[src/hdl/acq_consts.svh]
// Functional notes
// Trigger source is software (default), analog pin, digital pin or sync bus.
// Digital trigger acts on rising edge by default, falling edge when selected.
// Conversion pacing from timer (default), aux input zero, sync bus or aux input one.
// Delay counter counts timer (default), aux input one, or counter 0/1 output.
// Delay counted in samples or timebase ticks; ticks is the default.
// After each accepted trigger, discard programmed 16-bit delay count before acquiring. The code applies the delay in delay mode only.
// Re-trigger enable off (default) honours only the first trigger.
// With re-trigger on, accept up to 16-bit limit; zero means without end. The code never re-triggers in middle mode or with the delay counted in samples.
// Middle mode acquires programmed 24-bit count of samples after the trigger.
// Pre-count enabled ignores triggers until terminal count; disabled honours at once.
// Pre-count terminal value is 16 bits, zero to 65535.
// Host programs total scan count as post-trigger count plus pre-count.
// Signal an event when each half of the circular buffer fills.
// Signal an event when the asynchronous acquisition completes.
// Signal an event when data of the next trigger is available.
// Synchronise trigger and aux pins, one single-cycle pulse per qualifying edge.
// End and signal completion at total scan count unless unlimited re-trigger active.
`ifndef ACQ_CONSTS_SVH
`define ACQ_CONSTS_SVH
`define ZERO16 16'h0000
`define ZERO24 24'h000000
`define ONE16 16'h0001
`define ONE24 24'h000001
`define TIMER_DIV 8'h63
`define ZERO8 8'h00
`endif

[src/hdl/acq_pkg.sv]
package acq_pkg;
	typedef enum logic [1:0] {TRIG_SOFT = 2'b00, TRIG_ANALOG = 2'b01, TRIG_DIGITAL = 2'b10,
		TRIG_SYNC = 2'b11} trigger_source_type;
	typedef enum logic [1:0] {CONV_TIMER = 2'b00, CONV_AUX0 = 2'b01, CONV_SYNC = 2'b10,
		CONV_AUX1 = 2'b11} conversion_clock_type;
	typedef enum logic [1:0] {DLY_TIMER = 2'b00, DLY_AUX1 = 2'b01, DLY_GPC0 = 2'b10,
		DLY_GPC1 = 2'b11} delay_source_type;
	typedef enum logic [1:0] {MODE_POST = 2'b00, MODE_DELAY = 2'b01,
		MODE_MIDDLE = 2'b11} trigger_mode_type;
	typedef enum logic [2:0] {ST_IDLE = 3'b000, ST_ARMED = 3'b001, ST_DELAY = 3'b011,
		ST_ACQUIRE = 3'b010, ST_DONE = 3'b110} acq_state_type;
	typedef struct packed {
		trigger_mode_type mode;
		trigger_source_type trigger_source_control;
		logic falling_edge_select;
		conversion_clock_type conversion_clock_select;
		delay_source_type delay_source_select;
		logic delay_unit_samples;
		logic [15:0] trigger_delay_count;
		logic retrigger_enable;
		logic [15:0] retrigger_limit;
		logic [23:0] post_trigger_count;
		logic pre_count_gate_enable;
		logic [15:0] pre_count_value;
		logic [23:0] total_scan_count;
	} acq_config_type;
	typedef struct packed {
		logic analog_trigger;
		logic digital_trigger;
		logic system_sync_bus;
		logic aux_input_zero;
		logic aux_input_one;
		logic gp_counter0_output;
		logic gp_counter1_output;
	} acq_pins_type;
	typedef struct packed {
		logic acquisition_done_event;
		logic half_buffer_event;
		logic trigger_data_event;
		logic sample_strobe;
		logic busy;
	} acq_events_type;
endpackage

[src/hdl/acq_trigger_control.sv]
`timescale 1ns/10ps
`include "acq_consts.svh"
module acq_trigger_control (
	input wire logic clk,
	input wire logic rst_n,
	input wire acq_pkg::acq_config_type cfg,
	input wire acq_pkg::acq_pins_type pins,
	input wire logic start,
	input wire logic stop,
	input wire logic soft_trigger,
	output acq_pkg::acq_events_type events
);
	import acq_pkg::*;

	typedef struct packed {
		acq_state_type fsm;
		logic [7:0] divider;
		logic [15:0] delay_left;
		logic [23:0] samples_left;
		logic [23:0] scans_done;
		logic [23:0] half_mark;
		logic [15:0] pre_left;
		logic pre_reached;
		logic [15:0] triggers_taken;
		logic soft_last;
		acq_events_type ev;
	} top_state_type;
	top_state_type state;
	top_state_type next_state;

	logic [6:0] edge_pulse;
	logic [6:0] edge_falling;
	logic timer_tick;
	logic conv_tick;
	logic delay_tick;
	logic trig_pulse;
	logic soft_pulse;
	logic unlimited;
	logic may_retrigger;

	// ----------------------------------------
	// Pin synchronisation
	// ----------------------------------------
	// Only the digital trigger honours the polarity option; other pins act on rising edges.
	assign edge_falling = {1'b0, cfg.falling_edge_select, 5'b00000};

	edge_sync sync_inst (
		.clk(clk),
		.rst_n(rst_n),
		.pin(pins),
		.falling(edge_falling),
		.pulse(edge_pulse)
	);

	// ----------------------------------------
	// Source selection
	// ----------------------------------------
	// Bit order follows the pin struct: analog, digital, sync, aux0, aux1, gpc0, gpc1.
	assign timer_tick = (state.divider == `ZERO8);
	assign soft_pulse = soft_trigger & ~state.soft_last;

	always_comb begin
		unique case (cfg.trigger_source_control)
			TRIG_SOFT: trig_pulse = soft_pulse;
			TRIG_ANALOG: trig_pulse = edge_pulse[6];
			TRIG_DIGITAL: trig_pulse = edge_pulse[5];
			TRIG_SYNC: trig_pulse = edge_pulse[4];
		endcase
		unique case (cfg.conversion_clock_select)
			CONV_TIMER: conv_tick = timer_tick;
			CONV_AUX0: conv_tick = edge_pulse[3];
			CONV_SYNC: conv_tick = edge_pulse[4];
			CONV_AUX1: conv_tick = edge_pulse[2];
		endcase
		if (cfg.delay_unit_samples) begin
			delay_tick = conv_tick;
		end else begin
			unique case (cfg.delay_source_select)
				DLY_TIMER: delay_tick = timer_tick;
				DLY_AUX1: delay_tick = edge_pulse[2];
				DLY_GPC0: delay_tick = edge_pulse[1];
				DLY_GPC1: delay_tick = edge_pulse[0];
			endcase
		end
	end

	// Zero limit with re-trigger enabled means triggers never run out.
	assign unlimited = cfg.retrigger_enable && (cfg.retrigger_limit == `ZERO16);
	assign may_retrigger = cfg.retrigger_enable
		&& (unlimited || (state.triggers_taken < cfg.retrigger_limit));

	// ----------------------------------------
	// Acquisition sequencer
	// ----------------------------------------
	// Events other than busy are single-cycle pulses; the internal timer is a divided enable.
	always_comb begin
		next_state = state;
		next_state.ev.acquisition_done_event = 1'b0;
		next_state.ev.half_buffer_event = 1'b0;
		next_state.ev.trigger_data_event = 1'b0;
		next_state.ev.sample_strobe = 1'b0;
		next_state.soft_last = soft_trigger;
		next_state.divider = timer_tick ? `TIMER_DIV : state.divider - 8'h01;
		unique case (state.fsm)
			ST_IDLE: begin
				if (start) begin
					next_state.fsm = ST_ARMED;
					next_state.pre_left = cfg.pre_count_value;
					next_state.pre_reached = !cfg.pre_count_gate_enable
						|| (cfg.pre_count_value == `ZERO16);
					next_state.triggers_taken = `ZERO16;
					next_state.scans_done = `ZERO24;
					next_state.half_mark = {1'b0, cfg.total_scan_count[23:1]};
				end
			end
			ST_ARMED: begin
				// Pre-count runs on conversions before the trigger is allowed.
				if (!state.pre_reached && conv_tick) begin
					next_state.pre_left = state.pre_left - `ONE16;
					next_state.pre_reached = (state.pre_left == `ONE16);
				end
				if (trig_pulse && state.pre_reached) begin
					next_state.triggers_taken = state.triggers_taken + `ONE16;
					next_state.ev.trigger_data_event = 1'b1;
					next_state.delay_left = cfg.trigger_delay_count;
					next_state.samples_left = cfg.post_trigger_count;
					if (cfg.mode == MODE_DELAY && cfg.trigger_delay_count != `ZERO16) begin
						next_state.fsm = ST_DELAY;
					end else begin
						next_state.fsm = ST_ACQUIRE;
					end
				end
			end
			ST_DELAY: begin
				// Delay ticks are discarded, not stored.
				if (delay_tick) begin
					next_state.delay_left = state.delay_left - `ONE16;
					if (state.delay_left == `ONE16) begin
						next_state.fsm = ST_ACQUIRE;
					end
				end
			end
			ST_ACQUIRE: begin
				if (conv_tick) begin
					next_state.ev.sample_strobe = 1'b1;
					next_state.scans_done = state.scans_done + `ONE24;
					next_state.samples_left = state.samples_left - `ONE24;
					if (state.scans_done + `ONE24 == state.half_mark
						|| state.scans_done + `ONE24 == cfg.total_scan_count) begin
						next_state.ev.half_buffer_event = 1'b1;
					end
					if (state.scans_done + `ONE24 == cfg.total_scan_count) begin
						next_state.scans_done = `ZERO24;
						if (!unlimited) begin
							next_state.fsm = ST_DONE;
						end
					end else if (cfg.mode == MODE_MIDDLE
						&& state.samples_left == `ONE24) begin
						next_state.fsm = ST_DONE;
					end else if (cfg.mode != MODE_MIDDLE && may_retrigger
						&& !cfg.delay_unit_samples && trig_pulse) begin
						next_state.fsm = ST_ARMED;
					end
				end
			end
			ST_DONE: begin
				next_state.ev.acquisition_done_event = 1'b1;
				next_state.fsm = ST_IDLE;
			end
			default: next_state.fsm = ST_IDLE;
		endcase
		if (stop && state.fsm != ST_IDLE && state.fsm != ST_DONE) begin
			next_state.fsm = ST_DONE;
		end
		next_state.ev.busy = (next_state.fsm != ST_IDLE);
	end

	always_ff @(posedge clk or negedge rst_n) begin
		if (!rst_n) begin
			state <= '0;
		end else begin
			state <= next_state;
		end
	end

	assign events = state.ev;

	// ----------------------------------------
	// Checks
	// ----------------------------------------
	a_done_follows: assert property (@(posedge clk) disable iff (!rst_n)
		state.fsm == ST_DONE |=> events.acquisition_done_event && !events.busy)
		else $error("completion event missing");
	a_gate_blocks: assert property (@(posedge clk) disable iff (!rst_n)
		(state.fsm == ST_ARMED && !state.pre_reached) |=> !events.trigger_data_event)
		else $error("trigger taken before pre-count");
	a_trigger_event: assert property (@(posedge clk) disable iff (!rst_n)
		(state.fsm == ST_ARMED && state.pre_reached && trig_pulse && !stop)
		|=> events.trigger_data_event) else $error("trigger event missing");
	a_delay_discards: assert property (@(posedge clk) disable iff (!rst_n)
		state.fsm == ST_DELAY |=> !events.sample_strobe)
		else $error("sample during delay");
	a_no_retrigger: assert property (@(posedge clk) disable iff (!rst_n)
		(state.fsm == ST_ACQUIRE && !cfg.retrigger_enable) |=> state.fsm != ST_ARMED)
		else $error("re-trigger while disabled");
	a_limit_held: assert property (@(posedge clk) disable iff (!rst_n)
		(cfg.retrigger_enable && !unlimited) |-> state.triggers_taken <= cfg.retrigger_limit)
		else $error("trigger limit exceeded");
	a_soft_default: assert property (@(posedge clk) disable iff (!rst_n)
		(cfg.trigger_source_control == TRIG_SOFT && !soft_pulse) |-> !trig_pulse)
		else $error("spurious soft trigger");
	a_timer_pace: assert property (@(posedge clk) disable iff (!rst_n)
		timer_tick |=> !timer_tick [*8]) else $error("timer tick too fast");
endmodule

[src/hdl/edge_sync.sv]
`timescale 1ns/10ps
`include "acq_consts.svh"
module edge_sync (
	input wire logic clk,
	input wire logic rst_n,
	input wire logic [6:0] pin,
	input wire logic [6:0] falling,
	output logic [6:0] pulse
);
	typedef struct packed {
		logic [6:0] meta;
		logic [6:0] sync;
		logic [6:0] last;
		logic [6:0] pulse;
	} sync_state_type;
	sync_state_type state;
	sync_state_type next_state;

	// ----------------------------------------
	// Two-stage synchroniser and edge detection
	// ----------------------------------------
	// Only the second stage feeds the edge detector, keeping metastability out of logic.
	always_comb begin
		next_state = state;
		next_state.meta = pin;
		next_state.sync = state.meta;
		next_state.last = state.sync;
		for (int i = 0; i < 7; i++) begin
			next_state.pulse[i] = falling[i] ? (state.last[i] & ~state.sync[i])
				: (~state.last[i] & state.sync[i]);
		end
	end

	always_ff @(posedge clk or negedge rst_n) begin
		if (!rst_n) begin
			state <= '0;
		end else begin
			state <= next_state;
		end
	end

	assign pulse = state.pulse;

	// Each edge of the selected polarity on the synchronised level yields exactly one pulse.
	a_single_pulse: assert property (@(posedge clk) disable iff (!rst_n)
		state.pulse[5] |=> !state.pulse[5]) else $error("trigger pulse longer than a cycle");
endmodule

[config.mk]
export PLATFORM = sky130hd
export DESIGN_NAME = acq_trigger_control
export DESIGN_NICKNAME = d
export VERILOG_FILES = /design/src/hdl/acq_pkg.sv /design/src/hdl/acq_trigger_control.sv /design/src/hdl/edge_sync.sv
export VERILOG_INCLUDE_DIRS = /design/src /design/src/hdl
export SDC_FILE = /design/constraint.sdc
export NUM_CORES = 1
export LEC_CHECK = 0
export BUFFER_PORTS_ARGS = -buffer_cell sky130_fd_sc_hd__buf_4
export CAP_MARGIN = 20
export CORE_UTILIZATION = 59
export DETAILED_ROUTE_END_ITERATION = 12
export GPL_TIMING_DRIVEN = 1
export PLACE_DENSITY = 0.88
export SETUP_SLACK_MARGIN = 0.2
export SLEW_MARGIN = 30
export SYNTH_ARGS = -nofsm -noshare
export SYNTH_HDL_FRONTEND = slang
export SYNTH_SLANG_ARGS = --single-unit
[constraint.sdc]
create_clock -name clk -period 3.6 [get_ports clk]
set_input_delay 0.54 -clock clk [delete_from_list [all_inputs] [get_ports clk]]
set_output_delay 0.54 -clock clk [all_outputs]
set_load 0.005 [all_outputs]
==> insert_results.sql, run 1 <==
INSERT INTO impl_metrics (metric_group, metric, value, unit) VALUES
('status', 'outcome', 'completed', ''),
('global_routing', 'overflow', '0', ''),
('yosys', 'async_reset_ff_share', '100.0', '%'),
('yosys', 'yosysMostFrequentCell', 'sky130_fd_sc_hd__nand2_1', ''),
('clock_tree', 'clk_latency', '0.44', 'ns'),
('worst_setup_path', 'crit-reg2reg-capture', 'state[67]', ''),
('clock_tree', 'clk_root_buffer_cell', 'sky130_fd_sc_hd__clkbuf_16', ''),
('final_layout', 'multi_input_area', '5894', 'um^2'),
('floorplanning', 'std_cell_rows', '48', ''),
('flow_run', 'max-cap-violations', '0', ''),
('routing', 'count_of_vias_placed_by_the_detailed_router', '10220', ''),
('yosys', 'syn_std_cell_area', '10390', 'um^2'),
('timing', 'hold_ws', '0.1691', 'ns'),
('final_layout', 'area_delta_synth_final', '19.81', '%'),
('final_layout', 'layout.area.seq', '4131', 'um^2'),
('floorplanning', 'pin_count', '125', ''),
('yosys', 'post-synth-top-area-fraction', '39.74', '%'),
('pwr', 'total_power', '7186', 'uW'),
('routing', 'pre_repair_dr_iteration_count', '5', ''),
('clock_tree', 'cts.sink_count', '165', ''),
('worst_setup_path', 'slack_of_the_worst_reg_to_reg_path', '0.21', 'ns'),
('worst_setup_path', 'critPathLaunchType', 'register', ''),
('clock_tree', 'max-clock-path-buffers', '2', ''),
('global_routing', 'grt_use_total', '33.62', '%'),
('clock_tree', 'cts.clk_slew.worst_paths', '0.08', 'ns'),
('clock_tree', 'htree_num_levels', '4', ''),
('yosys', 'synth.ff_latch_count', '165', ''),
('worst_setup_path', 'worst_r2r_path_depth', '13', ''),
('worst_setup_path', 'cp_data_required_time', '3.93', 'ns'),
('yosys', 'number_of_cells_produced_by_synthesis', '1258', ''),
('hold_path', 'worst_hold_path_type', 'input port to async pin', ''),
('yosys', 'synth_commonest_cells', '173 x sky130_fd_sc_hd__nand2_1, 165 x sky130_fd_sc_hd__dfrtp_1, 125 x sky130_fd_sc_hd__o21ai_0', ''),
('global_routing', 'antenna_found_initial', '0', ''),
('yosys', 'synth-edff-count', '0', ''),
('floorplanning', 'die_h', '134.7', 'um'),
('routing', 'detail-route-antenna-nets', '0', ''),
('worst_setup_path', 'cp-end-kind', 'register', ''),
('global_routing', 'grt_start_max_net_pins', '81', ''),
('placement', 'port_buffers', '124', ''),
('timing', 'finalWorstPathRequiredPeriod', '3.394', 'ns'),
('timing', 'achievable-frequency', '0.2946', 'GHz'),
('final_layout', 'nets', '1523', ''),
('yosys', 'synth.lib_cells_used.distinct', '68', ''),
('global_routing', 'vias_in_the_first_global_route', '9570', ''),
('timing', 'hold_viol', '0', ''),
('floorplanning', 'core_area', '17240', 'um^2'),
('global_routing', 'grt_pass1_wl', '47.97', 'mm'),
('clock_tree', 'tritoncts.num_buffers', '17', ''),
('final_layout', 'drive_gt1_share', '17.82', '%'),
('yosys', 'mean_area_per_synthesized_cell', '8.260', 'um^2'),
('timing', 'timing.setup.tns', '0', 'ns'),
('timing', 'post-route-period-util', '94.28', '%'),
('placement', 'post-dp-hpwl', '21.24', 'mm'),
('placement', 'place_area', '11650', 'um^2'),
('pwr', 'vdd_ir_drop_max', '0.5111', 'mV'),
('routing', 'detail_route.drc_violations', '0', ''),
('pwr', 'power.density', '577.2', 'nW/um^2'),
('pwr', 'p_leak', '0.005538', 'uW'),
('floorplanning', 'effective_utilization_at_floorplan', '60.29', '%'),
('worst_setup_path', 'critical_path.reg2reg.startpoint', 'state[64]', ''),
('yosys', 'synth_top_cell_by_area', 'sky130_fd_sc_hd__dfrtp_1', ''),
('timing', 'timing.final.setup_violations', '0', ''),
('final_layout', 'final_util', '72.23', '%'),
('placement', 'place.gp.congestion', '0.9521', ''),
('final_layout', 'finish.instance_area', '12450', 'um^2'),
('timing', 'measured_slew_at_the_worst_slew_check_pin', '0.8355', 'ns'),
('timing', 'maxSlewHeadroom', '42.86', '%'),
('clock_tree', 'cts_tree', 'yes', ''),
('final_layout', 'fillCellCount', '1317', ''),
('routing', 'totalWireLength', '30.31', 'mm'),
('routing', 'drt_first_iter_violations', '1070', '');
-- final cells by class --
class	count	share of cell area [%]
inverters	37	1.116
flip-flops and latches	165	33.19
clock inverters	15	1.779
well taps	225	2.261
clock buffers	17	3.417
repair buffers	178	10.89
multi-input cells	980	47.35
-- power by group --
part           internal [uW]  switching, uW
clock network            975            979
registers               2320            448
logic                    944           1520
total                   4240           2950
-- critical path, stage by stage, from the launching register on --
cell and delay (ns):
sky130_fd_sc_hd__dfrtp_1 0.45, sky130_fd_sc_hd__ha_2 0.23, sky130_fd_sc_hd__nand3_2 0.13, sky130_fd_sc_hd__buf_6 0.18, sky130_fd_sc_hd__nor4_2 0.15, sky130_fd_sc_hd__buf_4 0.18
sky130_fd_sc_hd__a41oi_2 0.17, sky130_fd_sc_hd__nor4b_2 0.30, sky130_fd_sc_hd__nor4bb_2 0.29, sky130_fd_sc_hd__o2111ai_2 0.23, sky130_fd_sc_hd__or3_4 0.52, sky130_fd_sc_hd__buf_4 0.18
sky130_fd_sc_hd__a31oi_1 0.16, sky130_fd_sc_hd__mux2i_1 0.09
-- worst max-delay path by stage --
stage | start | end | cells after the start
CTS | state[71] | events[0] | 9
finish | state[64] | state[67] | 13
global route | state[64] | state[67] | 13
detailed placement | state[71] | events[0] | 9
floorplan | state[87] | state[104] | 10
global placement | state[71] | events[0] | 9
-- timing repair --
action | in CTS | in global routing
endpoints found under the setup margin | 2 | 30
cloned | 0 | 2
resized for setup | 0 | 20
pin swaps | 0 | 7
hold buffers | 0 | 0
setup buffers | 0 | 5
-- placed cells by master (no fill, tap or decap), types with 6 or more instances in the layout --
cell type                   instances
sky130_fd_sc_hd__nand3b_1           9
sky130_fd_sc_hd__inv_1             36
sky130_fd_sc_hd__buf_4            175
sky130_fd_sc_hd__nor2b_1           27
sky130_fd_sc_hd__xnor2_1           46
sky130_fd_sc_hd__a21o_1             8
sky130_fd_sc_hd__nor3b_1            8
sky130_fd_sc_hd__ha_1              23
sky130_fd_sc_hd__nor4_1            31
sky130_fd_sc_hd__a211oi_1           7
sky130_fd_sc_hd__nand3_1           27
sky130_fd_sc_hd__or3_1             20
sky130_fd_sc_hd__nand4_1           20
sky130_fd_sc_hd__nor3_1            55
sky130_fd_sc_hd__nor2_1           104
sky130_fd_sc_hd__o2111ai_1          6
sky130_fd_sc_hd__and3_1            15
sky130_fd_sc_hd__clkbuf_16         17
sky130_fd_sc_hd__clkinv_8           7
sky130_fd_sc_hd__a21oi_1           82
sky130_fd_sc_hd__or4_1              6
sky130_fd_sc_hd__o211ai_1          11
sky130_fd_sc_hd__o21ai_0          124
sky130_fd_sc_hd__o22ai_1           10
sky130_fd_sc_hd__mux2i_1            8
sky130_fd_sc_hd__dfrtp_1          163
sky130_fd_sc_hd__nand2b_1          22
sky130_fd_sc_hd__a31oi_1           15
sky130_fd_sc_hd__xor2_1            28
sky130_fd_sc_hd__nand2_1          173
sky130_fd_sc_hd__a22oi_1           18
-- flip-flops by register name, summed over array words and instances, names as in the netlist --
| signal | count |
|---|---|
| state | 132 |
| sync_inst.next_state | 14 |
| sync_inst.pulse | 7 |
| sync_inst.state | 7 |
| events | 5 |
-- kinds of logic after synthesis --
logic type / Yosys count / share of synthesized area [%]
AO/OA/AOI/OAI: 313 / 17.86
XOR/XNOR: 76 / 6.671
adder cells (fa/ha/maj): 24 / 2.890
buffers and inverters: 115 / 4.648
flip-flops: 165 / 39.74
multiplexers: 12 / 1.312
AND/OR/NAND/NOR: 553 / 26.89
-- per-stage QoR --
stage	worst slack, ns	instances
6_report	0.2059	1617
3_5_place_dp	0.2432	1578
3_3_place_gp	0.3470	1578
2_1_floorplan	0.6915	1258
4_1_cts	0.1509	1610
5_1_grt	0.07431	1617
-- layer usage --
metal | up-vias | share of wire (%) | wire [um] | GRT usage, %
li1 | 4731 | - | - | -
met1 | 4861 | 42 | 12640 | 43.95
met2 | 528 | 47 | 14300 | 55.38
met3 | 96 | 7.5 | 2262 | 5.706
met4 | 0 | 3.6 | 1100 | 13.92
met5 | - | 0 | 0 | 0
Power figures use the tool's default switching activity.
==> inputs of run 2 (changes only) <==
--- a/config.mk
+++ b/config.mk
@@ -6,13 +6,15 @@
 export SDC_FILE = /design/constraint.sdc
 export NUM_CORES = 1
 export LEC_CHECK = 0
-export BUFFER_PORTS_ARGS = -buffer_cell sky130_fd_sc_hd__buf_4
 export CAP_MARGIN = 20
-export CORE_UTILIZATION = 59
+export CORE_UTILIZATION = 60
 export DETAILED_ROUTE_END_ITERATION = 12
+export DONT_BUFFER_PORTS = 1
 export GPL_TIMING_DRIVEN = 1
-export PLACE_DENSITY = 0.88
+export PLACE_DENSITY = 0.83
+export REMOVE_ABC_BUFFERS = 1
 export SETUP_SLACK_MARGIN = 0.2
+export SKIP_CTS_REPAIR_TIMING = 1
 export SLEW_MARGIN = 30
 export SYNTH_ARGS = -nofsm -noshare
 export SYNTH_HDL_FRONTEND = slang
==> run 2 against run 1 <==
Compared with the run above:
- the flow now finishes with violations (hold timing)
- sequential power about the same
- hold slack got worse by 0.38 ns
- final area decreased by 8.7%
- count of clock-buffer cells in the layout unchanged
- die area decreased by 1.6%
- via count decreased by 7.9%
- clock skew decreased by 0.0033 ns
- final cell count decreased by 8.6%
- critical path depth decreased by 3
- total power decreased by 5.8%
- fmax increased by 2.1%
==> insert_results.sql, run 2 (same netlist as run 1, synthesis figures left out) <==
INSERT INTO impl_metrics (metric_group, metric, value, unit) VALUES
('status', 'outcome', 'finished with violations', ''),
('timing', 'maxSlewHeadroom', '43.62', '%'),
('worst_setup_path', 'crit-reg2reg-capture', 'events[0]', ''),
('floorplanning', 'effective_utilization_at_floorplan', '62.00', '%'),
('pwr', 'total_power', '6767', 'uW'),
('pwr', 'power.share.switching', '39.66', '%'),
('timing', 'achievable-frequency', '0.3009', 'GHz'),
('final_layout', 'nets', '1389', ''),
('placement', 'port_buffers', '0', ''),
('status', 'violated_checks', 'hold timing', ''),
('timing', 'grt_setup_unrepaired', 'true', ''),
('timing', 'post-route-period-util', '92.31', '%'),
('global_routing', 'overflow', '0', ''),
('clock_tree', 'cts_tree', 'yes', ''),
('worst_setup_path', 'critical_path_peak_fanout', '12', ''),
('hold_path', 'worst_hold_path_type', 'input port to async pin', ''),
('clock_tree', 'clk_root_buffer_cell', 'sky130_fd_sc_hd__clkbuf_16', ''),
('placement', 'post-dp-hpwl', '19.40', 'mm'),
('pwr', 'vdd_ir_drop_max', '0.5487', 'mV'),
('worst_setup_path', 'cp-end-kind', 'register', ''),
('final_layout', 'diodes', '0', ''),
('global_routing', 'grt_pass1_wl', '44.64', 'mm'),
('worst_setup_path', 'worst_ep_arrival_time', '3.64', 'ns'),
('pwr', 'power.density', '595.3', 'nW/um^2'),
('global_routing', 'antenna_found_initial', '1', ''),
('timing', 'finalWorstPathRequiredPeriod', '3.323', 'ns'),
('floorplanning', 'std_cell_rows', '47', ''),
('clock_tree', 'max-clock-path-buffers', '2', ''),
('routing', 'count_of_vias_placed_by_the_detailed_router', '9408', ''),
('pwr', 'power.combinational.fraction', '32.6', '%'),
('routing', 'drt_first_iter_violations', '752', ''),
('global_routing', 'grt_use_total', '31.88', '%'),
('routing', 'detail-route-antenna-nets', '0', ''),
('worst_setup_path', 'critical_path.reg2reg.startpoint', 'state[65]', ''),
('clock_tree', 'htree_num_levels', '4', ''),
('clock_tree', 'clk_latency', '0.44', 'ns'),
('final_layout', 'drive_gt1_share', '8.903', '%'),
('final_layout', 'fillCellCount', '1403', ''),
('timing', 'final.setup_skew', '0.01063', 'ns'),
('timing', 'measured_slew_at_the_worst_slew_check_pin', '0.8368', 'ns'),
('floorplanning', 'pin_count', '125', ''),
('floorplanning', 'core_area', '16760', 'um^2'),
('final_layout', 'largest_register', 'state', ''),
('worst_setup_path', 'worst_r2r_path_depth', '10', ''),
('pwr', 'sequentialPowerShare', '40.8', '%'),
('routing', 'detail_route.drc_violations', '0', ''),
('pwr', 'power_report.internal_total', '4083', 'uW'),
('worst_setup_path', 'critPathLaunchType', 'register', ''),
('timing', 'slew_viol_final', '0', ''),
('worst_setup_path', 'setup.worst_path.class', 'register to register', ''),
('worst_setup_path', 'cp_data_required_time', '3.91', 'ns'),
('routing', 'totalWireLength', '28.10', 'mm'),
('routing', 'pre_repair_dr_iteration_count', '5', ''),
('pwr', 'pwr-share-clk', '26.6', '%'),
('pwr', 'switchingPower', '2684', 'uW'),
('timing', 'hold_ws', '-0.2071', 'ns'),
('clock_tree', 'cts.sink_count', '165', ''),
('final_layout', 'area_delta_synth_final', '9.392', '%'),
('pwr', 'p_leak', '0.004916', 'uW'),
('floorplanning', 'die_h', '133.6', 'um'),
('flow_run', 'max-cap-violations', '0', ''),
('timing', 'setup_slack', '0.2770', 'ns'),
('final_layout', 'final_cell_mix', '173 x sky130_fd_sc_hd__nand2_1, 162 x sky130_fd_sc_hd__dfrtp_1, 125 x sky130_fd_sc_hd__o21ai_0', ''),
('floorplanning', 'die_area', '17850', 'um^2'),
('timing', 'timing.final.setup_violations', '0', ''),
('global_routing', 'grt_start_max_net_pins', '166', ''),
('routing', 'wl_per_cell', '19.01', 'um'),
('final_layout', 'final_common_cell', 'sky130_fd_sc_hd__nand2_1', ''),
('clock_tree', 'cts.clk_slew.worst_paths', '0.07', 'ns'),
('floorplanning', 'dieWidth', '133.6', 'um'),
('clock_tree', 'tritoncts.num_buffers', '17', ''),
('placement', 'placement.setup.worst_slack', '0.08561', 'ns'),
('global_routing', 'vias_in_the_first_global_route', '8748', ''),
('timing', 'hold_viol', '165', ''),
('worst_setup_path', 'slack_of_the_worst_reg_to_reg_path', '0.28', 'ns'),
('placement', 'place.gp.congestion', '0.9924', ''),
('routing', 'vias_per_cell', '6.365', ''),
('final_layout', 'largest_reg_flops', '132', '');
[run 2: cell count changes in the layout (fill, tap and decap cells not counted), sizes merged]
cell,change
clkinv,-6
clkinvlp,+1
inv,+5
buf,-134
[run 2: layer usage]
metal	up-vias	track usage [%]	routed length, um
met5	-	0	17
met1	4492	43.23	11930
met2	401	50.93	13300
li1	4454	-	-
met3	59	6.355	2173
met4	2	11.30	684
[run 2: worst max path at each step]
stage / startpoint / cells after the start / slack (ns) / endpoint
final: state[65] / 10 / 0.28 / events[0]
after global routing: state[77] / 10 / 0.15 / events[0]
after CTS: state[69] / 9 / 0.06 / events[0]
after detailed placement: state[69] / 9 / 0.09 / events[0]
after global placement: state[69] / 9 / 0.22 / events[0]
after floorplan: state[135] / 4 / -1.87 / state[23]
[run 2: critical path, cell delays in order (launching register included)]
cell,delay [ns]
sky130_fd_sc_hd__dfrtp_1,0.40
sky130_fd_sc_hd__buf_4,0.21
sky130_fd_sc_hd__nand3_4,0.17
sky130_fd_sc_hd__or3_4,0.50
sky130_fd_sc_hd__nor3_4,0.28
sky130_fd_sc_hd__xnor2_1,0.17
sky130_fd_sc_hd__a2111oi_4,0.41
sky130_fd_sc_hd__o2111ai_2,0.23
sky130_fd_sc_hd__or3_4,0.51
sky130_fd_sc_hd__a31oi_1,0.23
sky130_fd_sc_hd__o21bai_1,0.09
[run 2: area by class of cell]
class | count | area (um^2) | share of cell area, %
Sequential cell | 165 | 4133 | 36.36
Clock inverter | 15 | 152.6 | 1.343
Inverter | 37 | 138.9 | 1.222
Timing Repair Buffer | 44 | 330.3 | 2.906
Clock buffer | 17 | 425.4 | 3.742
Multi-Input combinational cell | 980 | 5912 | 52.01
Tap cell | 220 | 275.3 | 2.422
[run 2: power by group through the flow]
stage / combinational [uW] / clock, uW / sequential [uW]
final: 2210 / 1800 / 2760
after global placement: 2090 / 0 / 2750
after floorplan: 1610 / 0 / 2680
after detailed placement: 2160 / 0 / 2770
after global routing: 2510 / 1900 / 2820
after CTS: 2180 / 1820 / 2740
[run 2: per-stage QoR]
stage / util, % / TNS, ns / cells / area, um^2
floorplan: - / -94.18 / 1180 / 10050
global placement: 63.55 / 0 / 1443 / 10650
detailed placement: 63.55 / 0 / 1443 / 10650
CTS: 67.00 / 0 / 1475 / 11230
global route: 67.82 / 0 / 1478 / 11370
finish: 67.82 / 0 / 1478 / 11370
